### src/core/dac_ctl_pkg.sv
// Constants and types shared by the counter converter control block
package dac_ctl_pkg;

   // -----------------------------------------------------------------
   // Register map (byte addresses)
   // -----------------------------------------------------------------
   localparam int ADDR_W = 4;
   localparam logic [ADDR_W-1:0] CTRL_OFFSET = 4'h0;
   localparam logic [ADDR_W-1:0] DIVIDER_OFFSET = 4'h4;
   localparam logic [ADDR_W-1:0] STATUS_OFFSET = 4'h8;
   localparam logic [ADDR_W-1:0] CODE_OFFSET = 4'hc;

   // -----------------------------------------------------------------
   // Field positions and reset values
   // -----------------------------------------------------------------
   localparam int CTRL_EXT_CLK_BIT = 0;
   localparam logic CTRL_EXT_CLK_RESET = 1'h0;
   localparam int DIV_W = 16;
   localparam logic [DIV_W-1:0] DIVIDER_RESET = 16'h00c7;
   localparam int STATUS_DIR_UP_BIT = 8;
   localparam int STATUS_DAC_MODE_BIT = 9;
   localparam int STATUS_INHIBIT_BIT = 10;
   localparam int STATUS_RESET_BIT = 11;
   localparam int CODE_PORT_LSB = 8;

   // -----------------------------------------------------------------
   // Counter limits and bus answers
   // -----------------------------------------------------------------
   localparam logic [7:0] COUNT_ZERO = 8'h00;
   localparam logic [7:0] COUNT_FULL = 8'hff;
   localparam logic [1:0] RESP_OKAY = 2'h0;
   localparam logic [1:0] RESP_SLVERR = 2'h2;

   // -----------------------------------------------------------------
   // Control pins, all asynchronous to aclk
   // -----------------------------------------------------------------
   typedef struct packed {
      logic reset_n;
      logic mode;
      logic down_n;
      logic up_n;
      logic ext_clk;
      logic inhibit;
   } ctl_pins_t;

   // Idle pins: not in reset, counter stopped
   localparam ctl_pins_t CTL_IDLE = 6'h2c;

endpackage

### src/core/dac_counter_adc_control.sv
// Up/down counter, clock selection and data port feeding an 8-bit voltage DAC
`timescale 1ns/10ps
// Operation
// - Ramp conversion starts at zero and counts up each clock.
// - Comparator high inhibits the clock; counter holds the result.
// - Low pulse on reset pin clears counter; counting then resumes.
// - Tracking, input above upper threshold: count up each clock.
// - Tracking, input below lower threshold: count down each clock.
// - Both comparator outputs high: counter holds.
// - Tracking with mode low stops at full-scale or zero, no cycling.
// - DAC word comes from counter or data port.
// - Mode high wraps 255 to 0 upward and 0 to 255 downward.
// - Mode low halts at the limit in the counting direction.
// - Mode high, both direction pins low: triangle between zero and full-scale.
// - Reset pin clears counter always, but leaves port-driven DAC word alone.
module dac_counter_adc_control #(
   parameter logic [dac_ctl_pkg::DIV_W-1:0] DIV_DEFAULT = dac_ctl_pkg::DIVIDER_RESET
) (
   // Clock and reset
   input wire logic aclk,
   input wire logic aresetn,
   // AXI4-Lite write address
   input wire logic [dac_ctl_pkg::ADDR_W-1:0] s_axi_awaddr,
   input wire logic [2:0] s_axi_awprot,
   input wire logic s_axi_awvalid,
   output logic s_axi_awready,
   // AXI4-Lite write data
   input wire logic [31:0] s_axi_wdata,
   input wire logic [3:0] s_axi_wstrb,
   input wire logic s_axi_wvalid,
   output logic s_axi_wready,
   // AXI4-Lite write response
   output logic [1:0] s_axi_bresp,
   output logic s_axi_bvalid,
   input wire logic s_axi_bready,
   // AXI4-Lite read address
   input wire logic [dac_ctl_pkg::ADDR_W-1:0] s_axi_araddr,
   input wire logic [2:0] s_axi_arprot,
   input wire logic s_axi_arvalid,
   output logic s_axi_arready,
   // AXI4-Lite read data
   output logic [31:0] s_axi_rdata,
   output logic [1:0] s_axi_rresp,
   output logic s_axi_rvalid,
   input wire logic s_axi_rready,
   // Control pins
   input wire dac_ctl_pkg::ctl_pins_t ctl_pins,
   // Two-way data port
   input wire logic [7:0] data_port_in,
   output logic [7:0] data_port_out,
   output logic data_port_oe,
   // Word applied to the DAC ladder
   output logic [7:0] dac_code
);
   import dac_ctl_pkg::*;

   // -----------------------------------------------------------------
   // Pin synchronisation
   // -----------------------------------------------------------------
   ctl_pins_t pins;
   logic [7:0] port_level;

   pin_sync #(
      .W($bits(ctl_pins_t) + 8),
      .RST({CTL_IDLE, COUNT_ZERO})
   ) u_pin_sync (
      .aclk(aclk),
      .aresetn(aresetn),
      .async_in({ctl_pins, data_port_in}),
      .sync_out({pins, port_level})
   );

   logic dac_mode;
   logic up_only;
   logic down_only;
   logic both_low;
   assign dac_mode = !pins.mode && !pins.down_n && !pins.up_n;
   assign up_only = !pins.up_n && pins.down_n;
   assign down_only = pins.up_n && !pins.down_n;
   assign both_low = pins.mode && !pins.up_n && !pins.down_n;

   // -----------------------------------------------------------------
   // Count clock: internal divider or external pin edge
   // -----------------------------------------------------------------
   logic ext_clk_sel;
   logic [DIV_W-1:0] divider;
   logic [7:0] count;
   logic dir_up;
   logic [DIV_W-1:0] div_cnt;
   logic ext_prev;
   logic int_tick;
   logic ext_rise;
   logic tick;

   always_ff @(posedge aclk) begin
      if (!aresetn) begin
         div_cnt <= DIV_DEFAULT;
      end else if (div_cnt == '0) begin
         div_cnt <= divider;
      end else begin
         div_cnt <= div_cnt - 1'b1;
      end
   end

   always_ff @(posedge aclk) begin
      if (!aresetn) begin
         ext_prev <= 1'b0;
      end else begin
         ext_prev <= pins.ext_clk;
      end
   end

   assign int_tick = (div_cnt == '0);
   assign ext_rise = pins.ext_clk && !ext_prev;
   // Comparator high gates the count clock off
   assign tick = (ext_clk_sel ? ext_rise : int_tick) && !pins.inhibit;

   // -----------------------------------------------------------------
   // Up/down counter
   // -----------------------------------------------------------------
   always_ff @(posedge aclk) begin
      if (!aresetn || !pins.reset_n) begin
         count <= COUNT_ZERO;
         dir_up <= 1'b1;
      end else if (tick && !dac_mode) begin
         if (up_only) begin
            if (count != COUNT_FULL) begin
               count <= count + 8'h01;
            end else if (pins.mode) begin
               count <= COUNT_ZERO;
            end
         end else if (down_only) begin
            if (count != COUNT_ZERO) begin
               count <= count - 8'h01;
            end else if (pins.mode) begin
               count <= COUNT_FULL;
            end
         end else if (both_low) begin
            if (dir_up && count == COUNT_FULL) begin
               dir_up <= 1'b0;
               count <= count - 8'h01;
            end else if (!dir_up && count == COUNT_ZERO) begin
               dir_up <= 1'b1;
               count <= count + 8'h01;
            end else begin
               count <= dir_up ? count + 8'h01 : count - 8'h01;
            end
         end
         // Both direction pins high: hold stop at limits with mode low
      end
   end

   // -----------------------------------------------------------------
   // DAC source and data port
   // -----------------------------------------------------------------
   always_ff @(posedge aclk) begin
      if (!aresetn) begin
         dac_code <= COUNT_ZERO;
         data_port_out <= COUNT_ZERO;
         data_port_oe <= 1'b0;
      end else if (dac_mode) begin
         dac_code <= port_level;
         data_port_oe <= 1'b0;
      end else begin
         dac_code <= count;
         data_port_out <= count;
         data_port_oe <= 1'b1;
      end
   end

   // -----------------------------------------------------------------
   // AXI4-Lite write channel
   // -----------------------------------------------------------------
   logic aw_held;
   logic w_held;
   logic [ADDR_W-1:0] aw_addr;
   logic [31:0] w_data;
   logic [3:0] w_strb;
   logic do_write;

   assign do_write = aw_held && w_held && !s_axi_bvalid;
   always_ff @(posedge aclk) begin
      if (!aresetn) begin
         aw_held <= 1'b0;
         aw_addr <= '0;
      end else if (s_axi_awvalid && s_axi_awready) begin
         aw_held <= 1'b1;
         aw_addr <= s_axi_awaddr;
      end else if (do_write) begin
         aw_held <= 1'b0;
      end
   end

   always_ff @(posedge aclk) begin
      if (!aresetn) begin
         w_held <= 1'b0;
         w_data <= '0;
         w_strb <= '0;
      end else if (s_axi_wvalid && s_axi_wready) begin
         w_held <= 1'b1;
         w_data <= s_axi_wdata;
         w_strb <= s_axi_wstrb;
      end else if (do_write) begin
         w_held <= 1'b0;
      end
   end

   always_ff @(posedge aclk) begin
      if (!aresetn) begin
         s_axi_awready <= 1'b0;
         s_axi_wready <= 1'b0;
      end else begin
         s_axi_awready <= !aw_held && !(s_axi_awvalid && s_axi_awready);
         s_axi_wready <= !w_held && !(s_axi_wvalid && s_axi_wready);
      end
   end

   always_ff @(posedge aclk) begin
      if (!aresetn) begin
         s_axi_bvalid <= 1'b0;
         s_axi_bresp <= RESP_OKAY;
      end else if (do_write) begin
         s_axi_bvalid <= 1'b1;
         s_axi_bresp <= (aw_addr[ADDR_W-1:2] <= CODE_OFFSET[ADDR_W-1:2]) ?
                        RESP_OKAY : RESP_SLVERR;
      end else if (s_axi_bready) begin
         s_axi_bvalid <= 1'b0;
      end
   end

   always_ff @(posedge aclk) begin
      if (!aresetn) begin
         ext_clk_sel <= CTRL_EXT_CLK_RESET;
         divider <= DIV_DEFAULT;
      end else if (do_write) begin
         if (aw_addr == CTRL_OFFSET && w_strb[0]) ext_clk_sel <= w_data[CTRL_EXT_CLK_BIT];
         if (aw_addr == DIVIDER_OFFSET && w_strb[0]) divider[7:0] <= w_data[7:0];
         if (aw_addr == DIVIDER_OFFSET && w_strb[1]) divider[15:8] <= w_data[15:8];
      end
   end

   // -----------------------------------------------------------------
   // AXI4-Lite read channel
   // -----------------------------------------------------------------
   logic [31:0] next_rdata;
   always_comb begin
      next_rdata = '0;
      unique case (s_axi_araddr)
         CTRL_OFFSET: next_rdata[CTRL_EXT_CLK_BIT] = ext_clk_sel;
         DIVIDER_OFFSET: next_rdata[DIV_W-1:0] = divider;
         STATUS_OFFSET: begin
            next_rdata[7:0] = count;
            next_rdata[STATUS_DIR_UP_BIT] = dir_up;
            next_rdata[STATUS_DAC_MODE_BIT] = dac_mode;
            next_rdata[STATUS_INHIBIT_BIT] = pins.inhibit;
            next_rdata[STATUS_RESET_BIT] = !pins.reset_n;
         end
         CODE_OFFSET: begin
            next_rdata[7:0] = dac_code;
            next_rdata[CODE_PORT_LSB +: 8] = port_level;
         end
         default: next_rdata = '0;
      endcase
   end

   always_ff @(posedge aclk) begin
      if (!aresetn) begin
         s_axi_arready <= 1'b0;
         s_axi_rvalid <= 1'b0;
         s_axi_rdata <= '0;
         s_axi_rresp <= RESP_OKAY;
      end else if (s_axi_arvalid && s_axi_arready) begin
         s_axi_arready <= 1'b0;
         s_axi_rvalid <= 1'b1;
         s_axi_rdata <= next_rdata;
         s_axi_rresp <= (s_axi_araddr[1:0] == 2'h0 &&
                         s_axi_araddr[ADDR_W-1:2] <= CODE_OFFSET[ADDR_W-1:2]) ?
                        RESP_OKAY : RESP_SLVERR;
      end else if (!s_axi_rvalid || s_axi_rready) begin
         s_axi_rvalid <= 1'b0;
         s_axi_arready <= 1'b1;
      end
   end

   // -----------------------------------------------------------------
   // Checks
   // -----------------------------------------------------------------
   logic run;
   assign run = tick && pins.reset_n && !dac_mode;
endmodule

### src/core/pin_sync.sv
// Three-stage pin synchroniser that passes a change once stages two and three agree
`timescale 1ns/10ps
module pin_sync #(
   parameter int W = 1,
   parameter logic [W-1:0] RST = '0
) (
   // Clock and reset
   input wire logic aclk,
   input wire logic aresetn,
   // Pins in, filtered levels out
   input wire logic [W-1:0] async_in,
   output logic [W-1:0] sync_out
);

   logic [W-1:0] stage1;
   logic [W-1:0] stage2;
   logic [W-1:0] stage3;

   // -----------------------------------------------------------------
   // Shift chain; stage1 feeds stage2 only
   // -----------------------------------------------------------------
   always_ff @(posedge aclk) begin
      if (!aresetn) begin
         stage1 <= RST;
         stage2 <= RST;
         stage3 <= RST;
      end else begin
         stage1 <= async_in;
         stage2 <= stage1;
         stage3 <= stage2;
      end
   end

   // -----------------------------------------------------------------
   // Per-bit agreement filter
   // -----------------------------------------------------------------
   genvar i;
   generate
      for (i = 0; i < W; i++) begin : g_bit
         always_ff @(posedge aclk) begin
            if (!aresetn) begin
               sync_out[i] <= RST[i];
            end else if (stage2[i] == stage3[i]) begin
               sync_out[i] <= stage3[i];
            end
         end
      end
   endgenerate

endmodule

### config.mk
export PLATFORM = sky130hd
export DESIGN_NAME = dac_counter_adc_control
export DESIGN_NICKNAME = d
export VERILOG_FILES = /design/src/core/dac_ctl_pkg.sv /design/src/core/dac_counter_adc_control.sv /design/src/core/pin_sync.sv
export SDC_FILE = /design/constraint.sdc
export NUM_CORES = 1
export LEC_CHECK = 0
export ABC_AREA = 1
export BUFFER_PORTS_ARGS = -buffer_cell sky130_fd_sc_hd__clkbuf_2
export CAP_MARGIN = 25
export CORE_MARGIN = 4
export CORE_UTILIZATION = 25
export DETAILED_ROUTE_END_ITERATION = 8
export HOLD_SLACK_MARGIN = 0.02
export MAX_ROUTING_LAYER = met4
export PLACE_DENSITY = 0.4
export SYNTH_ARGS = -nofsm -noshare
export SYNTH_HDL_FRONTEND = slang
export SYNTH_SLANG_ARGS = --single-unit
### constraint.sdc
create_clock -name aclk -period 2.1 [get_ports aclk]
set_clock_uncertainty 0.1 [all_clocks]
set_input_delay 0.42 -clock aclk [delete_from_list [all_inputs] [get_ports aclk]]
set_output_delay 0.42 -clock aclk [all_outputs]
set_load 0.02 [all_outputs]
**Word level (Yosys, flattened, before mapping)**

Cells that the tools add are included.

- Add/sub/neg operators: 3
- Eq/ne operators: 22
- $lt $le $gt $ge: 2
- Reductions and logical operators: 57
- Bitwise logic cells: 3
- Mux-type cells: 28

Operator list:

| operator | count |
|---|---|
| 2-to-1 mux 8 bit | 11 |
| case mux 11 bit (3 select lines) | 1 |
| logical AND 1 bit | 22 |
| logical NOT 16 bit | 1 |
| 2-to-1 mux 16 bit | 1 |
| subtractor 16 x 1 -> 16 bit (second input constant) | 1 |
| logical NOT 1 bit | 15 |
| equality test 1 bit | 14 |
| 2-to-1 mux 1 bit | 11 |
| nonzero test 2 bit | 5 |
| adder 8 x 1 -> 8 bit (second input constant) | 1 |
| equality test 4 x 3 -> 1 bit (second input constant) | 2 |
| equality test 4 bit (second input constant) | 2 |
| equality test 8 bit (second input constant) | 1 |
| logical NOT 4 bit | 2 |
| logical NOT 8 bit | 1 |
| inequality test 8 bit (second input constant) | 1 |
| case mux 4 bit (2 select lines) | 1 |
| nonzero test 8 bit | 1 |
| subtractor 8 x 1 -> 8 bit (second input constant) | 1 |
| AND reduction 2 bit | 3 |
| AND reduction 5 bit | 1 |
| less-or-equal comparator 2 bit (second input constant) | 2 |
| 2-to-1 mux 2 bit | 2 |
| 9 further kinds | 12 |

- Word-level logic and storage cells: 155
- Input port bits: 71
- Output and inout bits: 58
- Flip-flop bits (word level): 165

**Depth between registers and ports, before layout**

- Word-level depth: 7
- Gate-level depth with buffers: 13
- Gate-level depth less buffers: 12

**Hierarchy**

From an unflattened synthesis, not the netlist that was laid out.

- Cell total of the unflattened synthesis: 966
- Area total of the unflattened synthesis: 7,016.7 um2

Modules (own cells, without submodules):

| module | times used | area an instance (um2) | cells each | seq. area each (um2) |
|---|---|---|---|---|
| dac_counter_adc_control | 1 | 5,278.8 | 766 | 2,122.0 |
| pin_sync | 1 | 1,737.9 | 200 | 1,121.1 |

**Least setup slack after synthesis**

No wires, ideal clock.

- Path kind: reg-to-reg
- From: register count[0]
- To: register count[3]
- Period minus slack after synthesis: 1.710 ns
- Setup slack: 0.390 ns
- Data required time: 1.885 ns
- Buffers on the path: 1
- Data arrival time: 1.496 ns
- Stages on the path, launching flop included: 14
- Setup time: 0.115 ns
- Path through: dfxtp_1 > inv_1 > ha_1 > nand2_1 > nor2_2 > nand2_2 > nand2_2 > nand2_2 > clkinv_2 > nor2_4 > buf_6 > nand2_1 > a21oi_1 > nor2_1

- Longest elaborated chain between the ends: 7
- Elaborated cells on any way between the ends: 19
- Classes of those cells: 2 x add/sub; 4 x eq/ne; 8 x mux; 5 x reduce/logical

RTL lines:

| element | line | source |
|---|---|---|
| start: declaration | dac_counter_adc_control.sv:87 | `logic [7:0] count;` |
| start signal: assignment | dac_counter_adc_control.sv:128 | `count <= count + 8'h01;` |
| start signal: assignment | dac_counter_adc_control.sv:134 | `count <= count - 8'h01;` |
| start signal: assignment | dac_counter_adc_control.sv:141 | `count <= count - 8'h01;` |
| subtractor 8 x 1 -> 8 bit (tied with other cells) | dac_counter_adc_control.sv:134, dac_counter_adc_control.sv:141, dac_counter_adc_control.sv:146 |  |
| 2-to-1 mux 8 bit or logical AND 1 bit (tied branches) | dac_counter_adc_control.sv:146, dac_counter_adc_control.sv:142 |  |
| 2-to-1 mux 8 bit | dac_counter_adc_control.sv:142 | `end else if (!dir_up && count == COUNT_ZERO) begin` |
| 2-to-1 mux 8 bit | dac_counter_adc_control.sv:139 | `if (dir_up && count == COUNT_FULL) begin` |
| 2-to-1 mux 8 bit | dac_counter_adc_control.sv:138 | `end else if (both_low) begin` |
| 2-to-1 mux 8 bit | dac_counter_adc_control.sv:132 | `end else if (down_only) begin` |
| 2-to-1 mux 8 bit | dac_counter_adc_control.sv:126 | `if (up_only) begin` |

Several ways; a longest one is shown, not always the timed one. The select of a mux whose other input is x is not followed.
A chain may end at the register's enable or synchronous reset.

**Final worst setup path**

- From: register count[0]
- To: register count[1]

Same word-level chain as after synthesis.

==> run summary <==
Comb pwr share: 0.053
CTS tree: done
Xor/xnor share of the synthesized area: 0.0209
Placed Area: 0.00755 sq mm
Worst Reg-to-Reg Cells: 11
Top_reg_cell synth: dfxtp_1
Clk pin slew, worst setup/hold paths: 0.08 ns
Final Hold Viols: 0
Slew Limit Fails: 0
Crit Path Max Fanout: 6
Antenna viol nets, final: 0
Post-Syn Area: 0.00672 sq mm
GR Util All Layers: 0.131
Top cells by count, synth: 162 x dfxtp_1, 151 x nand2_1, 127 x nor2_1, 96 x inv_1, 85 x o21ai_0
Root Buffer: clkbuf_16
Syn avg cell area: 7.63 sq um
Non-Filler Instances: 1323
CP Capture Point: count[1]
Core Box Area: 0.0263 sq mm
Initial DRC count: 347
Crit path DAT: 2.14 ns
VDD IR max: 326 uV
Worst setup startpoint: count[0]
Sequential power share: 0.482
Layout Area Growth over Synthesis: 21.2%
Post-synth ARST share: 0
Distinct cells, synth: 45
Synth area leaders: dfxtp_1 48%, nand2_1 8.4%, nor2_1 7.1%, o21ai_0 6.3%, inv_1 5.4%
Die Span Y: 172 um
RSZ-0062 raised after global routing: no
Finish-stage setup viols: 0
Hpwl dp: 14.0 mm
Critical R2R Capture: count[1]
Total negative slack: 0 ns
Final Power: 6.64 mW
Initial Util: 0.256
Post-cts sizing count: 0
Largest family of logic cells by synthesized area: simple AND/OR/NAND/NOR gates
Clock power share: 0.464
IO Count: 129
Crit path time final: 1.91 ns
Post-DR vias/cell: 4.30
Drc violations: 0
Filler instances: 2883
Synth Area in Simple Gates: 0.237
CP required: 2.33 ns
Mux contribution to synthesized area: 0
Via count: 5684
TritonCTS buffer count: 17
Synth top area share: 0.483
Most frequent cell after synthesis: dfxtp_1
Leakage: 3.70 nW
Synth area leader: dfxtp_1
Design area: 0.00814 sq mm
Yosys reg bits: 162
Die area: 0.0296 sq mm
Critical path startpoint category: flip-flop
Chip width: 172 um
Place WS: 0.151 ns
Max-slew headroom: 0.633
Pin count of the biggest net entering global routing: 50
Number of global-route vias before repair: 5322
Switching Fraction: 0.265
Crit. End Element: flip-flop
Clock sink count: 162
Sequential cell area fraction in the yosys report: 0.483
Num rows: 59
Layout Nets: 1054
Max Freq: 0.522 GHz
Worst skew pair latency: 0.43 ns
Int Pwr: 4.88 mW
Worst Slack Setup Final: 0.186 ns
Final core occ: 0.310
Cts hold-fix bufs: 0
Initial antenna violation count: 0
PwrDens: 815 mW/mm^2
Syn Inst Count: 881
Max-Cap Viols: 0
Routability cong.: 0.869
YS warnings: 0
Net Sw Power: 1.76 mW
GRT Residual Overflow: 0
Status: finished clean
Crit Path Category: flip-flop to flip-flop
RR Startpoint: count[0]
Final wirelength: 18.6 mm
# diodes: 0
H-Tree Depth: 4
Layout cells sized above 1: 0.178
Tightest Pin Transition: 0.547 ns
Wirelength per Cell: 14.1 um
Drt first pass iters: 5
Reg2reg setup slack: 0.19 ns
Port Buf Inserts: 85
Global-route wire length before repair: 29.2 mm
Area share of fa/ha/maj cells after synthesis: 0.0149
EDFF count, synth: 0
Synth Area in Compound Gates: 0.144
Final cycle utilization of the critical path: 0.912
CTS Buffer Depth: 2
Placed Cells: 1290
WHS: 0.0646 ns
Hold crit path type: input port to flip-flop
## metal layers
| metal | GRT usage | part of all wire | vias up |
|---|---|---|---|
| li1 | - | - | 2987 |
| met1 | 0.183 | 0.51 | 2564 |
| met2 | 0.194 | 0.43 | 111 |
| met3 | 0.0231 | 0.044 | 22 |
| met4 | 0.0417 | 0.015 | 0 |
| met5 | - | 0 | - |
## layout make-up
class,instances,area (sq um),share of cell area
clock buffers,17,425,0.0522
clock inverters,15,164,0.0201
inverters,102,387,0.0475
multi-input cells,583,2870,0.353
flip-flops and latches,162,3240,0.398
well taps,335,419,0.0515
repair buffers,109,633,0.0778
## what timing repair did
action | 4_1_cts | 5_1_grt
buffers inserted | 0 | 1
hold endpoints to repair | 0 | 0
endpoints found under the setup margin | 0 | 3
## sequential cells by signal, indices dropped and copies added (netlist names), 8 cells and up
register,count
u_pin_sync.stage2,14
u_pin_sync.stage1,14
w_data,16
divider,16
div_cnt,16
dac_code,8
u_pin_sync.stage3,14
s_axi_rdata,16
data_port_out,8
u_pin_sync.sync_out,14
count,8
## power groups by stage
stage / Sequential (mW) / Combinational [mW] / Clock, mW
floorplan: 3.28 / 0.240 / 0
global placement: 3.27 / 0.357 / 0
detailed placement: 3.27 / 0.360 / 0
CTS: 3.20 / 0.361 / 3.18
global route: 3.21 / 0.408 / 3.31
finish: 3.20 / 0.354 / 3.08
## cells by family (layout without fill, tap and decap cells)
family	Yosys count	count (layout)
buf+inv	154	243
flops	162	162
xor+xnor	16	16
compound gates	178	178
fa+ha+maj	8	8
simple gates	362	362
other cells	1	19
## cells in the final DEF (no fill, tap or decap), types with 4 or more instances in the layout
cell type,count
dfxtp_1,162
nand2_1,151
nor2_1,127
inv_1,96
o21ai_0,85
clkbuf_2,84
a21oi_1,60
nand3_1,34
buf_4,23
conb_1,19
clkbuf_16,17
nand4_1,10
xor2_1,9
or2_2,9
a221oi_1,9
o211ai_1,8
ha_1,8
xnor2_1,7
nor2_2,7
nand2_2,5
o21ai_1,5
nor3_1,5
a31oi_1,5
inv_6,4
inv_8,4
clkinv_4,4
## worst max-delay path: stages, from the launching register on
cell	delay (ns)
dfxtp_1	0.44
ha_1	0.22
nand2_1	0.15
nor2_8	0.19
nand3_4	0.11
nand2_2	0.09
nand2_2	0.06
clkinv_2	0.06
nor2_4	0.05
buf_4	0.16
o21ai_1	0.13
nor2_1	0.06
## worst min path at each step
stage	slack [ns]	depth (start not counted)	start	end
2_1_floorplan	0.29	2	u_pin_sync.stage1[0]	u_pin_sync.stage2[0]
3_3_place_gp	0.30	2	u_pin_sync.stage1[8]	u_pin_sync.stage2[8]
3_5_place_dp	0.30	2	u_pin_sync.stage1[1]	u_pin_sync.stage2[1]
4_1_cts	0.04	3	data_port_in[3]	u_pin_sync.stage1[3]
5_1_grt	0.05	3	data_port_in[7]	u_pin_sync.stage1[7]
6_report	0.06	3	data_port_in[2]	u_pin_sync.stage1[2]
No activity file was read; power rests on OpenSTA's default activity.
